File: src/hdl/tmu_pkg.sv
// Constants shared by the measurement routing and channel status block.
// Assumes a 32-bit AXI4-Lite host and four timing channels.
// Contract
// - Arm output tristated unless routing bit 3 set.
// - Selector code picks channel code/2, high or low.
// - Routing bits 2:0 select arm source, reset zero.
// - Bit 11 enables stop; bits 10:8 select source.
// - Bit 7 enables start; enables reset zero.
// - Bits 6:4 select the start source.
// - Multiplex bit 1 folds channel 3 onto 2.
// - Multiplex bit 0 folds channel 1 onto 0.
// - Status 15:12 are per-channel fail summaries.
// - Status 11:8 are per-channel timing error summaries.
// - Odd status bits 7..1 show live high comparators.
// - Even status bits 6..0 show live low comparators.
// - Three independent selectors for arm, start, stop.
package tmu_pkg;
    // Register indices; the byte address is four times the index.
    localparam logic [5:0] IDX_ROUTE   = 6'h1c;
    localparam logic [5:0] IDX_MUX     = 6'h1d;
    localparam logic [5:0] IDX_STAT    = 6'h1e;
    localparam logic [5:0] IDX_CHIP    = 6'h1f;
    localparam logic [5:0] IDX_IRQ_ST  = 6'h20;
    localparam logic [5:0] IDX_IRQ_MSK = 6'h21;
    // Routing register field positions.
    localparam int ARM_SEL_LSB   = 0;
    localparam int ARM_EN_BIT    = 3;
    localparam int START_SEL_LSB = 4;
    localparam int START_EN_BIT  = 7;
    localparam int STOP_SEL_LSB  = 8;
    localparam int STOP_EN_BIT   = 11;
    localparam int ROUTE_W       = 12;
    localparam logic [11:0] ROUTE_RST = 12'h000;
    // Multiplex enable register fields.
    localparam int MUX_LOWER_BIT = 0;
    localparam int MUX_UPPER_BIT = 1;
    localparam int MUX_W         = 2;
    localparam logic [1:0] MUX_RST = 2'h0;
    // Event status layout: fails in 7:4, timing errors in 3:0.
    localparam int EVT_W = 8;
    localparam logic [7:0] EVT_RST = 8'h00;
    localparam logic [1:0] RESP_OKAY   = 2'h0;
    localparam logic [1:0] RESP_SLVERR = 2'h2;

    // Code n picks channel n/2; even codes the high comparator.
    function automatic logic route_pick(input logic [2:0] code,
                                        input logic [3:0] hi,
                                        input logic [3:0] lo);
        route_pick = code[0] ? lo[code[2:1]] : hi[code[2:1]];
    endfunction

    // Interleave comparators: high in odd bits, low in even bits.
    function automatic logic [7:0] cmp_word(input logic [3:0] hi,
                                            input logic [3:0] lo);
        cmp_word = {hi[3], lo[3], hi[2], lo[2],
                    hi[1], lo[1], hi[0], lo[0]};
    endfunction
endpackage

File: src/hdl/tmu_route_sel.sv
// One routing selector feeding a measurement line with its enable.
// Assumes comparator levels synchronous to core_clk.
`timescale 1ns/1ps
`default_nettype none
module tmu_route_sel
    import tmu_pkg::*;
(
    input  wire logic       core_clk,  // System clock.
    input  wire logic       rst,       // Async reset, active high.
    input  wire logic [2:0] sel,       // Source code.
    input  wire logic       en,        // Drive enable.
    input  wire logic [3:0] comp_high, // High comparator levels.
    input  wire logic [3:0] comp_low,  // Low comparator levels.
    output logic            line_q,    // Registered routed level.
    output logic            oe_q       // Registered output enable.
);
    logic line_d;
    logic oe_d;

    // Output is held low while disabled so the pad sees no toggling.
    always_comb begin
        oe_d   = en;
        line_d = en ? route_pick(sel, comp_high, comp_low) : 1'b0;
    end

    // Register line and enable together so they never skew.
    always_ff @(posedge core_clk or posedge rst) begin
        if (rst) begin
            line_q <= 1'b0;
            oe_q   <= 1'b0;
        end else begin
            line_q <= line_d;
            oe_q   <= oe_d;
        end
    end
endmodule
`default_nettype wire

File: src/hdl/tmu_evt_status.sv
// Sticky event status with mask and one level interrupt.
// Assumes event inputs are levels synchronous to core_clk.
`timescale 1ns/1ps
`default_nettype none
module tmu_evt_status
    import tmu_pkg::*;
(
    input  wire logic             core_clk, // System clock.
    input  wire logic             rst,      // Async reset, active high.
    input  wire logic [EVT_W-1:0] evt,      // Event levels.
    input  wire logic [EVT_W-1:0] mask,     // Interrupt enables.
    input  wire logic             rd_clr,   // Status read pulse.
    output logic [EVT_W-1:0]      stat_q,   // Sticky status bits.
    output logic                  irq_q     // Level interrupt.
);
    logic [EVT_W-1:0] prev_q;
    logic [EVT_W-1:0] prev_d;
    logic [EVT_W-1:0] stat_d;
    logic             irq_d;

    // A rising event beats a clearing read in the same cycle.
    always_comb begin
        prev_d = evt;
        stat_d = (rd_clr ? EVT_RST : stat_q) | (evt & ~prev_q);
        irq_d  = |(stat_d & mask);
    end

    always_ff @(posedge core_clk or posedge rst) begin
        if (rst) begin
            prev_q <= EVT_RST;
            stat_q <= EVT_RST;
            irq_q  <= 1'b0;
        end else begin
            prev_q <= prev_d;
            stat_q <= stat_d;
            irq_q  <= irq_d;
        end
    end
endmodule
`default_nettype wire

File: src/hdl/tmu_regs.sv
// Measurement routing and channel status registers, AXI4-Lite slave.
// Assumes all inputs synchronous to core_clk; pads resolve the enables.
//
// Decided for this implementation: the AXI4-Lite slave port.
`timescale 1ns/1ps
`default_nettype none
module tmu_regs
    import tmu_pkg::*;
#(
    parameter int          ADDR_W    = 8,      // Byte address width.
    parameter logic [15:0] CHIP_INFO = 16'h0000 // Arbitrary value.
) (
    input  wire logic        core_clk,        // System clock.
    input  wire logic        rst,             // Async reset, high.
    input  wire logic [ADDR_W-1:0] s_axi_awaddr, // Write address.
    input  wire logic        s_axi_awvalid,   // Write address valid.
    output logic             s_axi_awready,   // Write address ready.
    input  wire logic [31:0] s_axi_wdata,     // Write data.
    input  wire logic [3:0]  s_axi_wstrb,     // Write byte enables.
    input  wire logic        s_axi_wvalid,    // Write data valid.
    output logic             s_axi_wready,    // Write data ready.
    output logic [1:0]       s_axi_bresp,     // Write response.
    output logic             s_axi_bvalid,    // Write response valid.
    input  wire logic        s_axi_bready,    // Write response ready.
    input  wire logic [ADDR_W-1:0] s_axi_araddr, // Read address.
    input  wire logic        s_axi_arvalid,   // Read address valid.
    output logic             s_axi_arready,   // Read address ready.
    output logic [31:0]      s_axi_rdata,     // Read data.
    output logic [1:0]       s_axi_rresp,     // Read response.
    output logic             s_axi_rvalid,    // Read data valid.
    input  wire logic        s_axi_rready,    // Read data ready.
    input  wire logic [3:0]  comp_high,       // High comparators.
    input  wire logic [3:0]  comp_low,        // Low comparators.
    input  wire logic [3:0]  fail_any,        // Fail register OR.
    input  wire logic [3:0]  timing_err,      // Timing error OR.
    output logic             measure_arm_out,   // Arm level.
    output logic             measure_arm_oe,    // Arm enable.
    output logic             measure_start_out, // Start level.
    output logic             measure_start_oe,  // Start enable.
    output logic             measure_stop_out,  // Stop level.
    output logic             measure_stop_oe,   // Stop enable.
    output logic             lower_pair_mux_enable, // Ch1 onto ch0.
    output logic             upper_pair_mux_enable, // Ch3 onto ch2.
    output logic             irq                // Level interrupt.
);
    if (ADDR_W < 8 || ADDR_W > 32) begin : g_chk
        $error("ADDR_W must be 8 to 32");
    end

    logic [ROUTE_W-1:0] route_q, route_d;
    logic [MUX_W-1:0]   mux_q, mux_d;
    logic [EVT_W-1:0]   mask_q, mask_d;
    logic               aw_have_q, aw_have_d, w_have_q, w_have_d;
    logic [5:0]         widx_q, widx_d;
    logic [31:0]        wdata_q, wdata_d;
    logic [3:0]         wstrb_q, wstrb_d;
    logic               awready_d, wready_d, bvalid_d, arready_d;
    logic               rvalid_d;
    logic [1:0]         bresp_d, rresp_d;
    logic [31:0]        rdata_d;
    logic               rd_clr;
    logic [EVT_W-1:0]   evt_stat;
    logic [5:0]         ridx;

    assign ridx = s_axi_araddr[7:2];

    // Decode an index to its read word; unmapped indices flag an error.
    function automatic logic [32:0] read_word(input logic [5:0] idx,
                                              input logic [11:0] rt,
                                              input logic [1:0] mx,
                                              input logic [7:0] st,
                                              input logic [7:0] mk);
        read_word = 33'h000000000;
        case (idx)
            IDX_ROUTE:   read_word[11:0] = rt;
            IDX_MUX:     read_word[1:0]  = mx;
            // Summary bits are live ORs, so a read cannot clear them.
            IDX_STAT:    read_word[15:0] = {fail_any, timing_err,
                cmp_word(comp_high, comp_low)};
            IDX_CHIP:    read_word[15:0] = CHIP_INFO;
            IDX_IRQ_ST:  read_word[7:0]  = st;
            IDX_IRQ_MSK: read_word[7:0]  = mk;
            default:     read_word[32]   = 1'b1;
        endcase
    endfunction

    // Bus handshakes and register writes; address and data may come
    // in either order, and the write lands once both are held.
    always_comb begin
        route_d   = route_q;
        mux_d     = mux_q;
        mask_d    = mask_q;
        aw_have_d = aw_have_q;
        w_have_d  = w_have_q;
        widx_d    = widx_q;
        wdata_d   = wdata_q;
        wstrb_d   = wstrb_q;
        bvalid_d  = s_axi_bvalid && !s_axi_bready;
        bresp_d   = s_axi_bresp;
        rvalid_d  = s_axi_rvalid && !s_axi_rready;
        rresp_d   = s_axi_rresp;
        rdata_d   = s_axi_rdata;
        rd_clr    = 1'b0;
        if (s_axi_awvalid && s_axi_awready) begin
            aw_have_d = 1'b1;
            widx_d    = s_axi_awaddr[7:2];
        end
        if (s_axi_wvalid && s_axi_wready) begin
            w_have_d = 1'b1;
            wdata_d  = s_axi_wdata;
            wstrb_d  = s_axi_wstrb;
        end
        if (aw_have_q && w_have_q && !s_axi_bvalid) begin
            aw_have_d = 1'b0;
            w_have_d  = 1'b0;
            bvalid_d  = 1'b1;
            bresp_d   = RESP_OKAY;
            case (widx_q)
                IDX_ROUTE: begin
                    if (wstrb_q[0]) begin
                        route_d[7:0] = wdata_q[7:0];
                    end
                    if (wstrb_q[1]) begin
                        route_d[11:8] = wdata_q[11:8];
                    end
                end
                IDX_MUX: begin
                    // Only the two pair bits exist; the rest is dropped.
                    if (wstrb_q[0]) begin
                        mux_d = wdata_q[1:0];
                    end
                end
                IDX_IRQ_MSK: begin
                    if (wstrb_q[0]) begin
                        mask_d = wdata_q[7:0];
                    end
                end
                IDX_STAT, IDX_CHIP, IDX_IRQ_ST: bresp_d = RESP_OKAY;
                default: bresp_d = RESP_SLVERR;
            endcase
        end
        if (s_axi_arvalid && s_axi_arready) begin
            {rresp_d[1], rdata_d} = read_word(ridx, route_q, mux_q,
                                              evt_stat, mask_q);
            rresp_d[0] = 1'b0;
            rvalid_d   = 1'b1;
            rd_clr     = (ridx == IDX_IRQ_ST);
        end
        awready_d = !aw_have_d && !bvalid_d;
        wready_d  = !w_have_d && !bvalid_d;
        arready_d = !rvalid_d;
    end

    always_ff @(posedge core_clk or posedge rst) begin
        if (rst) begin
            route_q       <= ROUTE_RST;
            mux_q         <= MUX_RST;
            mask_q        <= EVT_RST;
            aw_have_q     <= 1'b0;
            w_have_q      <= 1'b0;
            widx_q        <= 6'h00;
            wdata_q       <= 32'h00000000;
            wstrb_q       <= 4'h0;
            s_axi_awready <= 1'b0;
            s_axi_wready  <= 1'b0;
            s_axi_bvalid  <= 1'b0;
            s_axi_bresp   <= RESP_OKAY;
            s_axi_arready <= 1'b0;
            s_axi_rvalid  <= 1'b0;
            s_axi_rresp   <= RESP_OKAY;
            s_axi_rdata   <= 32'h00000000;
        end else begin
            route_q       <= route_d;
            mux_q         <= mux_d;
            mask_q        <= mask_d;
            aw_have_q     <= aw_have_d;
            w_have_q      <= w_have_d;
            widx_q        <= widx_d;
            wdata_q       <= wdata_d;
            wstrb_q       <= wstrb_d;
            s_axi_awready <= awready_d;
            s_axi_wready  <= wready_d;
            s_axi_bvalid  <= bvalid_d;
            s_axi_bresp   <= bresp_d;
            s_axi_arready <= arready_d;
            s_axi_rvalid  <= rvalid_d;
            s_axi_rresp   <= rresp_d;
            s_axi_rdata   <= rdata_d;
        end
    end

    // Pair multiplex enables go straight out of their flip-flops.
    assign lower_pair_mux_enable = mux_q[MUX_LOWER_BIT];
    assign upper_pair_mux_enable = mux_q[MUX_UPPER_BIT];

    // Three separate selectors so each line may pick any source.
    tmu_route_sel u_arm (
        .core_clk  (core_clk),
        .rst       (rst),
        .sel       (route_q[ARM_SEL_LSB +: 3]),
        .en        (route_q[ARM_EN_BIT]),
        .comp_high (comp_high),
        .comp_low  (comp_low),
        .line_q    (measure_arm_out),
        .oe_q      (measure_arm_oe)
    );
    tmu_route_sel u_start (
        .core_clk  (core_clk),
        .rst       (rst),
        .sel       (route_q[START_SEL_LSB +: 3]),
        .en        (route_q[START_EN_BIT]),
        .comp_high (comp_high),
        .comp_low  (comp_low),
        .line_q    (measure_start_out),
        .oe_q      (measure_start_oe)
    );
    tmu_route_sel u_stop (
        .core_clk  (core_clk),
        .rst       (rst),
        .sel       (route_q[STOP_SEL_LSB +: 3]),
        .en        (route_q[STOP_EN_BIT]),
        .comp_high (comp_high),
        .comp_low  (comp_low),
        .line_q    (measure_stop_out),
        .oe_q      (measure_stop_oe)
    );

    // Fail and timing error rises raise the interrupt if enabled in mask_q; reading the
    // event status clears it, the live summary stays untouched.
    tmu_evt_status u_evt (
        .core_clk (core_clk),
        .rst      (rst),
        .evt      ({fail_any, timing_err}),
        .mask     (mask_q),
        .rd_clr   (rd_clr),
        .stat_q   (evt_stat),
        .irq_q    (irq)
    );
endmodule
`default_nettype wire

File: config.mk
export PLATFORM = sky130hd
export DESIGN_NAME = tmu_regs
export DESIGN_NICKNAME = d
export VERILOG_FILES = /design/src/hdl/tmu_pkg.sv /design/src/hdl/tmu_route_sel.sv /design/src/hdl/tmu_evt_status.sv /design/src/hdl/tmu_regs.sv
export SDC_FILE = /design/constraint.sdc
export NUM_CORES = 1
export LEC_CHECK = 0
export ABC_CLOCK_PERIOD_IN_PS = 5500
export CAP_MARGIN = 20
export CORE_ASPECT_RATIO = 1.4
export CORE_UTILIZATION = 61
export CTS_BUF_LIST = sky130_fd_sc_hd__clkbuf_8 sky130_fd_sc_hd__clkbuf_16
export DETAILED_ROUTE_END_ITERATION = 6
export DONT_BUFFER_PORTS = 1
export HOLD_SLACK_MARGIN = 0.05
export PLACE_DENSITY = 0.81
export SYNTH_ARGS = -nofsm -noshare
export SYNTH_HDL_FRONTEND = slang
export SYNTH_SLANG_ARGS = --single-unit
export TNS_END_PERCENT = 20
File: constraint.sdc
create_clock -name core_clk -period 5.5 [get_ports core_clk]
set_clock_uncertainty 0.05 [all_clocks]
set_input_delay 0.275 -clock core_clk [delete_from_list [all_inputs] [get_ports core_clk]]
set_output_delay 0.275 -clock core_clk [all_outputs]
set_load 0.005 [all_outputs]
==> summary.md <==
| Metric | Value |
|---|---|
| Status | complete, but fails checks |
| Failing checks | DRC |
| ANT cells | 0 |
| Max Freq | 0.437 GHz |
| Reg-to-reg critical path endpoint | u_evt.irq_q$_DFF_PP0_ |
| Core area | 6300 sq um |
| Worst Tran Pin Value | 937 ps |
| Vias in the first global route | 2765 |
| Initial antenna violation count | 0 |
| DPL Wire Length | 5810 um |
| Sw power | 0.000517 W |
| Power share of the clock group | 23.4% |
| Site row count | 34 |
| Synth area leaders | dfrtp_1 (56%), mux2_2 (13%), mux2i_1 (4.2%) |
| VDD IR max | 0.269 mV |
| Fin Setup TNS | 0 ps |
| Cell Area, Synth | 4010 sq um |
| Drt total wl | 8400 um |
| Tot Pwr | 0.00175 W |
| GRT Residual Overflow | 0 |
| RD Place Congestion | 0.850 |
| Cells after synthesis | 303 |
| Critical path peak fanout | 29 |
| Max Cap Viol | 0 |
| Crit path launch type | register |
| Clk pin slew, worst setup/hold paths | 80 ps |
| Die Width | 70.5 um |
| Period utilization | 41.6% |
| Sequential area share after synthesis | 56.2% |
| Slew Viols, Final | 0 |
| Combinational Power Share | 20.9% |
| Initial core utilization | 63.7% |
| Pwr dens | 387 nW/um^2 |
| Critical path class | register to register |
| Postcts setup bufs | 0 |
| Bufs on Longest Clock Path | 2 |
| Clock buffer count from CTS | 9 |
| Final min period | 2290 ps |
| H-Tree Depth | 3 |
| Fillcell total | 459 |
| # clock sinks | 90 |
| Slew headroom | 37.0% |
| Core Util, Final | 71.6% |
| Via count | 2595 |
| Leakage power | 2.05 nW |
| Die Span Y | 97.9 um |
| Post-synth top flop | dfrtp_1 |
| Initial DRC count | 182 |
| Ys async rst share | 100% |
| Most common cell in the netlist | dfrtp_1 |
| Hold Vio Cnt, Final | 0 |
| #FFs+latches synth | 90 |
| Die ar. | 6900 sq um |
| Arr. time, crit path | 2470 ps |
| All-layer global routing usage | 26.6% |
| Clock latency on the worst-skew pair | 360 ps |
| Hold Path End | s_axi_rdata[3]$_DFFE_PP0P_ |
| Synth area leader | dfrtp_1 |
| Commonest cells post-synth | dfrtp_1 (90), mux2_2 (45), buf_4 (18) |
| Final-stage net count | 411 |
| DRC | 14 |
| Post-synth top area share | 56.2% |
| FF-to-FF Start | s_axi_arready$_DFF_PP0_ |
| Layout cells sized above 1 | 21.7% |
| RSZ-0062 raised after global routing | false |
| Crit. End Element | register |
| Syn Area/Cell | 13.2 sq um |
| R2r worst-path depth | 3 |
| Clk root buf | clkbuf_8 |
| Worst hold path cell count | 2 |
| IO Port Bufs | 0 |
| Via/cell ratio | 6.28 |
| CP required | 5680 ps |
| Switch share | 29.6% |
| HP Start | s_axi_araddr[3] |
| Int Pwr | 0.00123 W |
| Area growth syn-to-layout | 12.5% |
| First-pass detailed-route iteration total | 7 |
| TritonCTS clock tree | yes |
| EDFF count, synth | 0 |
| Reg2Reg Setup Slack | 3210 ps |
| Post-synthesis cell type count | 44 |
| Largest net degree at the start of global routing | 52 |
| IO Count | 125 |
| Routed WL per cell | 20.3 um |
| Post-route ant nets | 0 |
| Synth warnings | 0 |
| Final setup viols | 0 |
| Reg power frac | 55.7% |
| Hold Crit Class | primary input to register |
| Global-route wire length before repair | 13700 um |
-- layer usage --
layer	track usage, %	vias up	part of all wire [%]
met5	0	-	0
met4	14.0	0	2.9
met3	5.57	17	4.7
met2	47.3	79	56
met1	29.8	1356	37
li1	-	1143	-
-- flip-flops by register name, summed over array words and instances (netlist names), 2 cells and up --
name / flops
u_evt.stat_q: 8
widx_q: 6
u_evt.prev_q: 8
mux_q: 2
wstrb_q: 2
wdata_q: 12
s_axi_rdata: 16
route_q: 12
mask_q: 8
-- worst max path at each step --
| stage | startpoint | to | slack (ps) | depth (start not counted) |
|---|---|---|---|---|
| 2_1_floorplan | rst | aw_have_q$_DFF_PP0_ | 2840 | 1 |
| 3_3_place_gp | s_axi_arready$_DFF_PP0_ | u_evt.irq_q$_DFF_PP0_ | 3240 | 3 |
| 3_5_place_dp | s_axi_arready$_DFF_PP0_ | u_evt.irq_q$_DFF_PP0_ | 3240 | 3 |
| 4_1_cts | s_axi_arready$_DFF_PP0_ | u_evt.irq_q$_DFF_PP0_ | 3210 | 3 |
| 5_1_grt | s_axi_arready$_DFF_PP0_ | u_evt.irq_q$_DFF_PP0_ | 3110 | 3 |
| 6_report | s_axi_arready$_DFF_PP0_ | u_evt.irq_q$_DFF_PP0_ | 3210 | 3 |
-- layout by cell type, fill, tap and decap left out, types with 4 or more instances in the layout --
| cell type | netlist | layout |
|---|---|---|
| a21o_1 | 4 | 4 |
| a22o_1 | 6 | 6 |
| a22oi_1 | 4 | 4 |
| a32o_1 | 4 | 4 |
| clkbuf_8 | 0 | 11 |
| conb_1 | 1 | 18 |
| dfrtp_1 | 90 | 90 |
| dlygate4sd3_1 | 0 | 35 |
| inv_1 | 7 | 7 |
| mux2_2 | 45 | 45 |
| mux2i_1 | 17 | 17 |
| mux4_2 | 6 | 6 |
| nand2_1 | 16 | 16 |
| nand3b_1 | 8 | 8 |
| nor2b_1 | 7 | 7 |
| nor4_1 | 5 | 5 |
| o21ai_0 | 8 | 8 |
-- cells by family after synthesis --
kind of cell,after synthesis,synth area share [%]
buffers and inverters,38,5.46
other,1,0.0936
AO/OA/AOI/OAI,43,8.40
multiplexers,68,20.3
AND/OR/NAND/NOR,63,9.58
flip-flops,90,56.2
-- critical path, cell delays in order (launching register included) --
cell and delay (ps):
dfrtp_1 410, nand2_1 530, or4_4 770, a2111o_1 400
-- power groups by stage --
stage,Sequential (W),Clock [W],Combinational (W)
after floorplan,0.000929,0,0.000308
after global placement,0.000975,0,0.000328
after detailed placement,0.000985,0,0.000342
after CTS,0.000970,0.000414,0.000366
after global routing,0.000995,0.000444,0.000402
final,0.000972,0.000408,0.000366
-- final cells by class --
class	count	area, sq um	area share (%)
flip-flops and latches	90	2250	49.9
multi-input cells	192	1600	35.5
repair buffers	36	358	7.94
clock buffers	11	151	3.36
well taps	72	90.1	2.00
clock inverters	5	30.0	0.666
inverters	7	27.5	0.610
-- through the flow --
| step | setup WS, ps | cells | cell area [sq um] | hold slack [ps] |
|---|---|---|---|---|
| 6_report | 3210 | 413 | 4510 | 73.0 |
| 3_5_place_dp | 3240 | 362 | 3980 | 225 |
| 3_3_place_gp | 3240 | 362 | 3980 | 213 |
| 4_1_cts | 3210 | 413 | 4510 | 54.0 |
| 2_1_floorplan | 2840 | 320 | 4070 | 256 |
| 5_1_grt | 3110 | 413 | 4510 | 87.1 |
-- what timing repair did --
item | CTS | global route
hold buffers | 35 | 0
resized for setup | 0 | 0
endpoints found under the hold margin | 81 | 0
No activity file was read; power rests on OpenSTA's default activity.
